`src/hw/exec_params.svh`:
```
// Constants for the file-register arithmetic and branch executor
`ifndef EXEC_PARAMS_SVH
`define EXEC_PARAMS_SVH
`define EXEC_QUARTERS     4
`define EXEC_PC_RST       15'h0000
`define EXEC_ACC_RST      8'h00
`define EXEC_FILE_RST     8'h00
`define EXEC_LATCH_RST    7'h00
`define EXEC_IDLE_WORD    14'h0000
`define EXEC_OPC_MSB      13
`define EXEC_OPC_LSB      8
`define EXEC_BR_LSB       11
`define EXEC_DEST_BIT     7
`define EXEC_ADDR_MSB     6
`define EXEC_LIT_MSB      7
`define EXEC_K_MSB        10
`define EXEC_LATCH_HI     6
`define EXEC_LATCH_LO     3
`define EXEC_OPC_DECSKIP  6'h01
`define EXEC_OPC_INCSKIP  6'h02
`define EXEC_OPC_INC_FILE 6'h03
`define EXEC_OPC_OR_FILE  6'h04
`define EXEC_OPC_OR_LIT   6'h05
`define EXEC_OPC_BRANCH   3'h7
`endif

```
`src/hw/exec_pkg.sv`:
```
// Types shared by the executor and its arithmetic unit
package exec_pkg;
	typedef enum logic [2:0] {
		op_idle     = 3'h0,
		op_decskip  = 3'h1,
		op_incskip  = 3'h2,
		op_inc_file = 3'h3,
		op_or_file  = 3'h4,
		op_or_lit   = 3'h5,
		op_branch   = 3'h6
	} op_t;
	typedef enum logic [1:0] {
		ph_q1 = 2'h0,
		ph_q2 = 2'h1,
		ph_q3 = 2'h2,
		ph_q4 = 2'h3
	} phase_t;
endpackage

```
`src/hw/exec_if.sv`:
```
// Operand and result bundle between the executor and its arithmetic unit
`timescale 1ns/1ps
interface exec_if;
	import exec_pkg::*;
	op_t        op;
	logic [7:0] acc;
	logic [7:0] fval;
	logic [7:0] lit;
	logic [7:0] result;
	logic       zero;
	modport core (output op, output acc, output fval, output lit, input result, input zero);
	modport alu (input op, input acc, input fval, input lit, output result, output zero);
endinterface

```
`src/hw/file_reg_arith_branch_exec.sv`:
```
// Executor for file-register arithmetic, OR and absolute branch
`timescale 1ns/1ps
`include "exec_params.svh"

// What this block does
// - The destination bit sends a result to the accumulator (0) or file register 0-127 (1).
// - Decrement-and-skip stores file minus one, keeps flags, and skips on a zero result.
// - A zero decrement-and-skip result puts a no-operation in the next slot, two cycles.
// - Increment-and-skip stores file plus one at the destination and keeps the flags.
// - A zero increment-and-skip result puts a no-operation in the next slot, two cycles.
// - The absolute branch loads its 11-bit immediate into program counter bits 10 to 0.
// - The absolute branch fills program counter bits 14 to 11 from upper latch bits 6 to 3.
// - The absolute branch always takes two cycles and changes no flag.
// - OR-literal ORs an 8-bit literal into the accumulator and updates the zero flag.
// - Plain increment writes file plus one to the destination, updates zero, never skips.
// - OR-with-file ORs accumulator and file into the destination and updates zero.
// - One instruction cycle lasts four input clock periods.
module file_reg_arith_branch_exec #(
	parameter int FILE_DEPTH = 128
) (
	input  wire logic         clk,
	input  wire logic         sys_rst,
	input  wire logic [13:0]  instr_in,
	input  wire logic         latch_we,
	input  wire logic [6:0]   latch_din,
	input  wire logic [6:0]   dbg_addr,
	output logic      [14:0]  pc_r,
	output logic      [7:0]   acc_r,
	output logic              zero_r,
	output logic              tick_r,
	output logic              flush_r,
	output logic      [7:0]   dbg_data_r
);
	import exec_pkg::*;

	exec_if alu_bus ();

	phase_t      phase_r;
	logic [13:0] ir_r;
	logic [6:0]  latch_r;
	logic [7:0]  file_r [FILE_DEPTH];
	op_t         op_c;
	logic [6:0]  addr_c;
	logic        dest_c;
	logic        file_op_c;
	logic        skip_c;
	logic        branch_c;
	logic [14:0] pc_nxt;

	// Quarter counter
	// quarter count
	always_ff @(posedge clk or posedge sys_rst)
	begin
		if (sys_rst)
			phase_r <= ph_q1;
		else
		begin
			unique case (phase_r)
				ph_q1: phase_r <= ph_q2;
				ph_q2: phase_r <= ph_q3;
				ph_q3: phase_r <= ph_q4;
				ph_q4: phase_r <= ph_q1;
			endcase
		end
	end

	// Registered so the boundary marker leaves straight from a flop
	always_ff @(posedge clk or posedge sys_rst)
	begin
		if (sys_rst)
			tick_r <= 1'b0;
		else
			tick_r <= (phase_r == ph_q3);
	end

	// Opcode decode; unknown words behave as no-operation
	always_comb
	begin
		if (ir_r[`EXEC_OPC_MSB:`EXEC_BR_LSB] == `EXEC_OPC_BRANCH)
			op_c = op_branch;
		else if (ir_r[`EXEC_OPC_MSB:`EXEC_OPC_LSB] == `EXEC_OPC_DECSKIP)
			op_c = op_decskip;
		else if (ir_r[`EXEC_OPC_MSB:`EXEC_OPC_LSB] == `EXEC_OPC_INCSKIP)
			op_c = op_incskip;
		else if (ir_r[`EXEC_OPC_MSB:`EXEC_OPC_LSB] == `EXEC_OPC_INC_FILE)
			op_c = op_inc_file;
		else if (ir_r[`EXEC_OPC_MSB:`EXEC_OPC_LSB] == `EXEC_OPC_OR_FILE)
			op_c = op_or_file;
		else if (ir_r[`EXEC_OPC_MSB:`EXEC_OPC_LSB] == `EXEC_OPC_OR_LIT)
			op_c = op_or_lit;
		else
			op_c = op_idle;
	end

	assign addr_c    = ir_r[`EXEC_ADDR_MSB:0];
	assign dest_c    = ir_r[`EXEC_DEST_BIT];
	assign file_op_c = (op_c == op_decskip) || (op_c == op_incskip)
		|| (op_c == op_inc_file) || (op_c == op_or_file);
	assign branch_c  = (op_c == op_branch);
	assign skip_c    = ((op_c == op_decskip) || (op_c == op_incskip)) && alu_bus.zero;

	assign alu_bus.op   = op_c;
	assign alu_bus.acc  = acc_r;
	assign alu_bus.fval = file_r[addr_c];
	assign alu_bus.lit  = ir_r[`EXEC_LIT_MSB:0];

	exec_alu u_alu (
		.bus (alu_bus.alu)
	);

	// Upper latch loaded from outside
	always_ff @(posedge clk or posedge sys_rst)
	begin
		if (sys_rst)
			latch_r <= `EXEC_LATCH_RST;
		else if (latch_we)
			latch_r <= latch_din;
	end

	always_comb
	begin
		if (branch_c)
			pc_nxt = {latch_r[`EXEC_LATCH_HI:`EXEC_LATCH_LO], ir_r[`EXEC_K_MSB:0]};
		else
			pc_nxt = pc_r + 15'h0001;
	end

	always_ff @(posedge clk or posedge sys_rst)
	begin
		if (sys_rst)
			pc_r <= `EXEC_PC_RST;
		else if (tick_r)
			pc_r <= pc_nxt;
	end

	// Prefetched word is squashed on skip or branch, costing one cycle
	// squash next
	always_ff @(posedge clk or posedge sys_rst)
	begin
		if (sys_rst)
		begin
			ir_r    <= `EXEC_IDLE_WORD;
			flush_r <= 1'b0;
		end
		else if (tick_r)
		begin
			ir_r    <= (skip_c || branch_c) ? `EXEC_IDLE_WORD : instr_in;
			flush_r <= skip_c || branch_c;
		end
	end

	always_ff @(posedge clk or posedge sys_rst)
	begin
		if (sys_rst)
			acc_r <= `EXEC_ACC_RST;
		else if (tick_r && ((file_op_c && !dest_c) || (op_c == op_or_lit)))
			acc_r <= alu_bus.result;
	end

	// Skip forms and branch leave the flag alone
	// zero update
	always_ff @(posedge clk or posedge sys_rst)
	begin
		if (sys_rst)
			zero_r <= 1'b0;
		else if (tick_r && ((op_c == op_inc_file) || (op_c == op_or_file)
			|| (op_c == op_or_lit)))
			zero_r <= alu_bus.zero;
	end

	for (genvar i = 0; i < FILE_DEPTH; i++)
	begin : g_file
		always_ff @(posedge clk or posedge sys_rst)
		begin
			if (sys_rst)
				file_r[i] <= `EXEC_FILE_RST;
			else if (tick_r && file_op_c && dest_c && (addr_c == 7'(i)))
				file_r[i] <= alu_bus.result;
		end
	end

	always_ff @(posedge clk or posedge sys_rst)
	begin
		if (sys_rst)
			dbg_data_r <= 8'h00;
		else
			dbg_data_r <= file_r[dbg_addr];
	end

	property p_dest_acc;
		@(posedge clk) disable iff (sys_rst)
		tick_r && file_op_c && !dest_c |=> acc_r == $past(alu_bus.result);
	endproperty
	a_dest_acc: assert property (p_dest_acc) else $error("acc not written");

	property p_dest_file;
		@(posedge clk) disable iff (sys_rst)
		tick_r && file_op_c && dest_c |=> acc_r == $past(acc_r);
	endproperty
	a_dest_file: assert property (p_dest_file) else $error("acc changed");

	// Sparing the accumulator is not enough; the entry itself must take the result
	property p_dest_write;
		@(posedge clk) disable iff (sys_rst)
		tick_r && file_op_c && dest_c |=> file_r[$past(addr_c)] == $past(alu_bus.result);
	endproperty
	a_dest_write: assert property (p_dest_write) else $error("file not written");

	property p_dec_skip;
		@(posedge clk) disable iff (sys_rst)
		tick_r && op_c == op_decskip && alu_bus.fval == 8'h01
		|=> flush_r && zero_r == $past(zero_r) ##3 tick_r && op_c == op_idle;
	endproperty
	a_dec_skip: assert property (p_dec_skip) else $error("dec skip wrong");

	property p_dec_noskip;
		@(posedge clk) disable iff (sys_rst)
		tick_r && op_c == op_decskip && alu_bus.fval != 8'h01 |=> !flush_r;
	endproperty
	a_dec_noskip: assert property (p_dec_noskip) else $error("bad skip");

	// Squashed slot holds the idle word until the next boundary
	property p_flush_idle;
		@(posedge clk) disable iff (sys_rst)
		flush_r |-> op_c == op_idle;
	endproperty
	a_flush_idle: assert property (p_flush_idle) else $error("squash not idle");

	property p_inc_skip;
		@(posedge clk) disable iff (sys_rst)
		tick_r && op_c == op_incskip && alu_bus.fval == 8'hff
		|=> flush_r && zero_r == $past(zero_r);
	endproperty
	a_inc_skip: assert property (p_inc_skip) else $error("inc skip wrong");

	property p_inc_noflag;
		@(posedge clk) disable iff (sys_rst)
		tick_r && op_c == op_incskip |=> zero_r == $past(zero_r);
	endproperty
	a_inc_noflag: assert property (p_inc_noflag) else $error("flag changed");

	property p_branch_pc;
		@(posedge clk) disable iff (sys_rst)
		tick_r && branch_c |=> pc_r == {$past(latch_r[6:3]), $past(ir_r[10:0])};
	endproperty
	a_branch_pc: assert property (p_branch_pc) else $error("branch target");

	property p_latch_load;
		@(posedge clk) disable iff (sys_rst)
		latch_we |=> latch_r == $past(latch_din);
	endproperty
	a_latch_load: assert property (p_latch_load) else $error("latch not loaded");

	property p_branch_two;
		@(posedge clk) disable iff (sys_rst)
		tick_r && branch_c |=> flush_r && zero_r == $past(zero_r) ##3 tick_r && op_c == op_idle;
	endproperty
	a_branch_two: assert property (p_branch_two) else $error("branch cycles");

	property p_or_lit;
		@(posedge clk) disable iff (sys_rst)
		tick_r && op_c == op_or_lit
		|=> acc_r == ($past(acc_r) | $past(ir_r[7:0])) && zero_r == (acc_r == 8'h00);
	endproperty
	a_or_lit: assert property (p_or_lit) else $error("or literal");

	property p_inc_z;
		@(posedge clk) disable iff (sys_rst)
		tick_r && op_c == op_inc_file
		|=> !flush_r && zero_r == ($past(alu_bus.fval) == 8'hff);
	endproperty
	a_inc_z: assert property (p_inc_z) else $error("increment flag");

	property p_or_file;
		@(posedge clk) disable iff (sys_rst)
		tick_r && op_c == op_or_file
		|=> zero_r == (($past(acc_r) | $past(alu_bus.fval)) == 8'h00);
	endproperty
	a_or_file: assert property (p_or_file) else $error("or file flag");

	property p_cycle;
		@(posedge clk) disable iff (sys_rst)
		tick_r |=> !tick_r ##1 !tick_r ##1 !tick_r ##1 tick_r;
	endproperty
	a_cycle: assert property (p_cycle) else $error("cycle not four clocks");

	property p_single;
		@(posedge clk) disable iff (sys_rst)
		tick_r && !skip_c && !branch_c |=> !flush_r && pc_r == $past(pc_r) + 15'h0001;
	endproperty
	a_single: assert property (p_single) else $error("single cycle");

	c_branch: cover property (@(posedge clk) disable iff (sys_rst) tick_r && branch_c);
	c_dec_skip: cover property (@(posedge clk) disable iff (sys_rst)
		tick_r && op_c == op_decskip && skip_c);
	c_inc_skip: cover property (@(posedge clk) disable iff (sys_rst)
		tick_r && op_c == op_incskip && skip_c);
	c_or_lit: cover property (@(posedge clk) disable iff (sys_rst) tick_r && op_c == op_or_lit);
endmodule

```
`src/hw/exec_alu.sv`:
```
// Combinational arithmetic unit for the executor
`timescale 1ns/1ps
module exec_alu (
	exec_if.alu bus
);
	import exec_pkg::*;

	always_comb
	begin
		unique case (bus.op)
			op_decskip: bus.result = bus.fval - 8'h01;
			op_incskip: bus.result = bus.fval + 8'h01;
			op_inc_file: bus.result = bus.fval + 8'h01;
			op_or_file:  bus.result = bus.acc | bus.fval;
			op_or_lit:   bus.result = bus.acc | bus.lit;
			op_idle:     bus.result = 8'h00;
			op_branch:  bus.result = 8'h00;
			default:    bus.result = 8'h00;
		endcase
	end

	// Zero test feeds both the flag and the skip decision
	assign bus.zero = (bus.result == 8'h00);
endmodule

```
`config.mk`:
```
export PLATFORM = sky130hd
export DESIGN_NAME = file_reg_arith_branch_exec
export DESIGN_NICKNAME = d
export VERILOG_FILES = /design/src/hw/exec_pkg.sv /design/src/hw/exec_if.sv /design/src/hw/file_reg_arith_branch_exec.sv /design/src/hw/exec_alu.sv
export VERILOG_INCLUDE_DIRS = /design/src /design/src/hw
export SDC_FILE = /design/constraint.sdc
export NUM_CORES = 2
export LEC_CHECK = 0
export BUFFER_PORTS_ARGS = -buffer_cell sky130_fd_sc_hd__buf_4
export CORE_MARGIN = 4
export CORE_UTILIZATION = 30
export CTS_CLUSTER_SIZE = 14
export DETAILED_ROUTE_END_ITERATION = 10
export PLACE_DENSITY = 0.44
export SETUP_SLACK_MARGIN = 0.05
export SLEW_MARGIN = 20
export SYNTH_ARGS = -nofsm -noshare
export SYNTH_HDL_FRONTEND = slang
export SYNTH_SLANG_ARGS = --single-unit
```
`constraint.sdc`:
```
create_clock -name clk -period 37.6 [get_ports clk]
set_input_delay 0 -clock clk [delete_from_list [all_inputs] [get_ports clk]]
set_output_delay 0 -clock clk [all_outputs]
set_load 0.05 [all_outputs]
```
==> flow_metrics.py <==
metrics = {
    "placed_design": {
        "post-place-ws_ns": 27.67,
        "placed_cell_area_mm2": 0.0585,
        "gp_congestion": 0.878,
        "placed_cells": 7231,
        "dp_hpwl_um": 137000,
        "port_buffers": 61,
    },
    "floorplan": {
        "rows": 158,
        "die_w_um": 440,
        "initial_core_util_pct": 30.2,
        "core_mm2": 0.185,
        "io-pin-count": 65,
        "die_h_um": 440,
        "die-area_mm2": 0.193,
    },
    "detailed_routing": {
        "dr_total_vias": 41200,
        "drtAntennaViolNets": 0,
        "route.detailed.drc": 0,
        "wl_um": 212000,
        "drt_first_pass_iters": 5,
        "detail_route.wl_per_cell_um": 28.2,
        "viasPerCell": 5.47,
        "drt_iter0_markers": 3682,
    },
    "timing": {
        "hold_viol": 0,
        "fin_setup_tns_ns": 0,
        "clock_skew_ns": 0.0389,
        "min_period_ns": 9.92,
        "worst_pin_slew_ns": 1.30,
        "rsz0062_at_grt": "false",
        "fmax_ghz": 0.101,
        "relSlewSlack_pct": 13.3,
        "finalWorstSetupSlack_ns": 27.68,
        "setup_violations": 0,
        "finalMaxSlewViolations": 0,
        "fin_crit_sh_pct": 26.4,
    },
    "setup_path": {
        "worstPathRequired_ns": 38.21,
        "end_kind": "flip-flop",
        "r2r_start": "ir_r[0]",
        "path_max_fanout": 76,
        "path_class": "reg2reg",
        "ff2ff_setup_slack_ns": 27.68,
        "cp-startpoint": "ir_r[0]",
        "cp-start-kind": "flip-flop",
        "r2r-end": "file_r[334]",
        "arrival_ns": 10.52,
        "rr_worst_depth": 20,
    },
    "cells_and_area": {
        "layout.nets": 4972,
        "syn2layout_area_growth_pct": 13.3,
        "mostFrequentLayoutCells": "nand2_1 (1167), dfrtp_1 (1072), o21ai_0 (989), mux4_2 (522), buf_4 (155)",
        "final_cell_count_no_fill": 7518,
        "final_common_cell": "nand2_1",
        "post_route_cells_drive_above_1_share_pct": 19.1,
        "fin_area_mm2": 0.0633,
        "utilization_pct": 34.2,
    },
    "power_and_ir_drop": {
        "p_leak_nw": 25.8,
        "ir_drop_uv": 35.3,
        "switchingPower_w": 0.000796,
        "cellInternalPower_w": 0.00202,
        "comb_power_share_pct": 11.8,
        "pwr-share-seq_pct": 42.3,
        "sw_frac_of_total_pct": 28.3,
        "power_frac_clock_pct": 45.9,
        "power_density_mw_per_mm2": 44.5,
    },
    "global_routing": {
        "grt_pass1_vias": 40200,
        "grt-ovfl-total": 0,
        "grt_pass1_wl_um": 308000,
        "grt.total_usage_pct": 22.0,
        "grt_max_degree": 132,
        "antenna_found_initial": 12,
    },
    "job": {
        "maxCapViolations": 0,
    },
    "outcome": {
        "status": "finished, final reports clean",
    },
    "logic_synthesis": {
        "yosysWarnings": 0,
        "syn_area_mm2": 0.0559,
        "syn_area_per_cell_um2": 11.1,
        "syn-num-nets": 5080,
        "yosysUniqueCellTypes": 80,
        "ys.flop_type": "dfrtp_1",
        "synth_seq_area_share_pct": 48.3,
        "ys_ff_latch": 1078,
        "synth_edf_count": 0,
        "postSynth.asyncResetShare_pct": 100,
        "synthCells": 5039,
    },
    "clock_network": {
        "cts_tree": "built",
        "htreeDepth": 4,
        "cts_sinks": 1078,
        "clock-root-buffer": "clkbuf_16",
        "cts_buffer_depth": 3,
        "clock_latency_ns": 0.80,
        "numCtsBuffers": 131,
        "post-cts-setup-buffers": 0,
        "cts.clk_slew.worst_paths_ns": 0.06,
    },
    "min_path": {
        "hold_depth": 3,
        "min_from": "dbg_addr[3]",
        "hold_end": "dbg_data_r[6]",
        "hp-class": "in2reg",
    },
}
## logic make-up after synthesis
family	after synthesis	synth area share, %
AOI/OAI and AO/OA	1308	12.7
xor gates and xnor gates	4	0.0627
adders and majority gates	10	0.237
buffers and inverters	466	3.73
DFF	1078	48.3
muxes	698	24.4
and+or+nand+nor	1475	10.6
## through the flow
stage               power, W  hold slack [ns]
floorplan            0.00141            0.152
global placement     0.00154            0.236
detailed placement   0.00154            0.239
CTS                  0.00285           0.0214
global route         0.00291           0.0554
finish               0.00282           0.0740
## synthesized netlist by cell type, types with 5 or more instances
master / instances / share of area [%]
nor3_1: 25 / 0.22
o21ai_0: 989 / 8.9
buf_4: 12 / 0.16
mux4_2: 522 / 21
clkbuf_1: 322 / 2.2
nand2_1: 1167 / 7.8
mux4_1: 5 / 0.24
ha_1: 9 / 0.20
nand4_1: 22 / 0.25
nor2_1: 146 / 0.98
nand2b_1: 10 / 0.11
mux2_2: 25 / 0.50
and3_1: 18 / 0.20
o22ai_1: 12 / 0.13
a211oi_1: 15 / 0.20
buf_6: 22 / 0.44
a21oi_1: 134 / 1.2
a22oi_1: 62 / 0.83
buf_8: 7 / 0.19
nor2b_1: 9 / 0.10
buf_2: 37 / 0.33
and2_1: 15 / 0.17
dfrtp_1: 1078 / 48
a31oi_1: 8 / 0.090
nand3_1: 34 / 0.30
inv_1: 12 / 0.081
buf_1: 51 / 0.34
a32o_1: 14 / 0.25
a221oi_1: 9 / 0.14
mux2i_1: 146 / 2.6
o211ai_1: 5 / 0.067
## power by group through the flow
stage          clock, W  sequential, W  combinational [W]
2_1_floorplan         0        0.00123           0.000183
4_1_cts         0.00133        0.00119           0.000332
3_5_place_dp          0        0.00121           0.000327
6_report        0.00129        0.00119           0.000332
5_1_grt         0.00137        0.00119           0.000349
3_3_place_gp          0        0.00121           0.000327
## routing by layer
layer  GRT usage (%)  wire length, um
met1            31.4            94900
met2            33.1            94400
met3            4.21            14300
met4            8.11             8690
met5               0                7
## state kept, by name, indices dropped and copies added, names as in the netlist
name / count
tick_r: 1
latch_r: 4
phase_r: 2
acc_r: 8
ir_r: 14
zero_r: 1
pc_r: 15
file_r: 1024
flush_r: 1
dbg_data_r: 8
## worst max-delay path: stages (launching register included)
cell and delay [ns]:
dfrtp_4 0.79, buf_4 0.69, buf_4 0.77, buf_4 0.70, buf_4 0.61, buf_4 0.60
mux4_2 0.63, a22oi_1 0.33, o2111ai_1 0.22, a21oi_1 0.71, o31ai_1 0.23, ha_1 0.41
o21ai_0 0.12, nand2b_1 0.12, a21o_1 0.20, a21oi_1 0.18, xnor2_1 0.13, a221oi_4 0.31
buf_4 0.57, buf_4 0.78, o21ai_0 0.21
## what timing repair did
action                                 in CTS  in global routing
endpoints found under the hold margin     149                  0
hold buffers                               46                  0
resized for setup                           0                  0
## cell type report
type / instances / area, um^2
antenna: 7 / 17.5
clock buffer: 195 / 3880
clock inverter: 38 / 430
fill: 18600 / 122000
inverter: 15 / 65.1
multi-input combinational: 3495 / 27000
sequential: 1078 / 27000
tap: 2480 / 3100
timing repair buffer: 210 / 1800
## worst max path at each step
stage | slack (ns) | end | cells past startpoint
final | 27.68 | file_r[334] | 20
after global routing | 27.16 | file_r[366] | 23
after CTS | 27.63 | file_r[510] | 20
after detailed placement | 27.67 | file_r[990] | 20
after global placement | 27.44 | ir_r[4] | 20
after floorplan | 7.25 | acc_r[0] | 1
(Power assumes the default switching activity.)
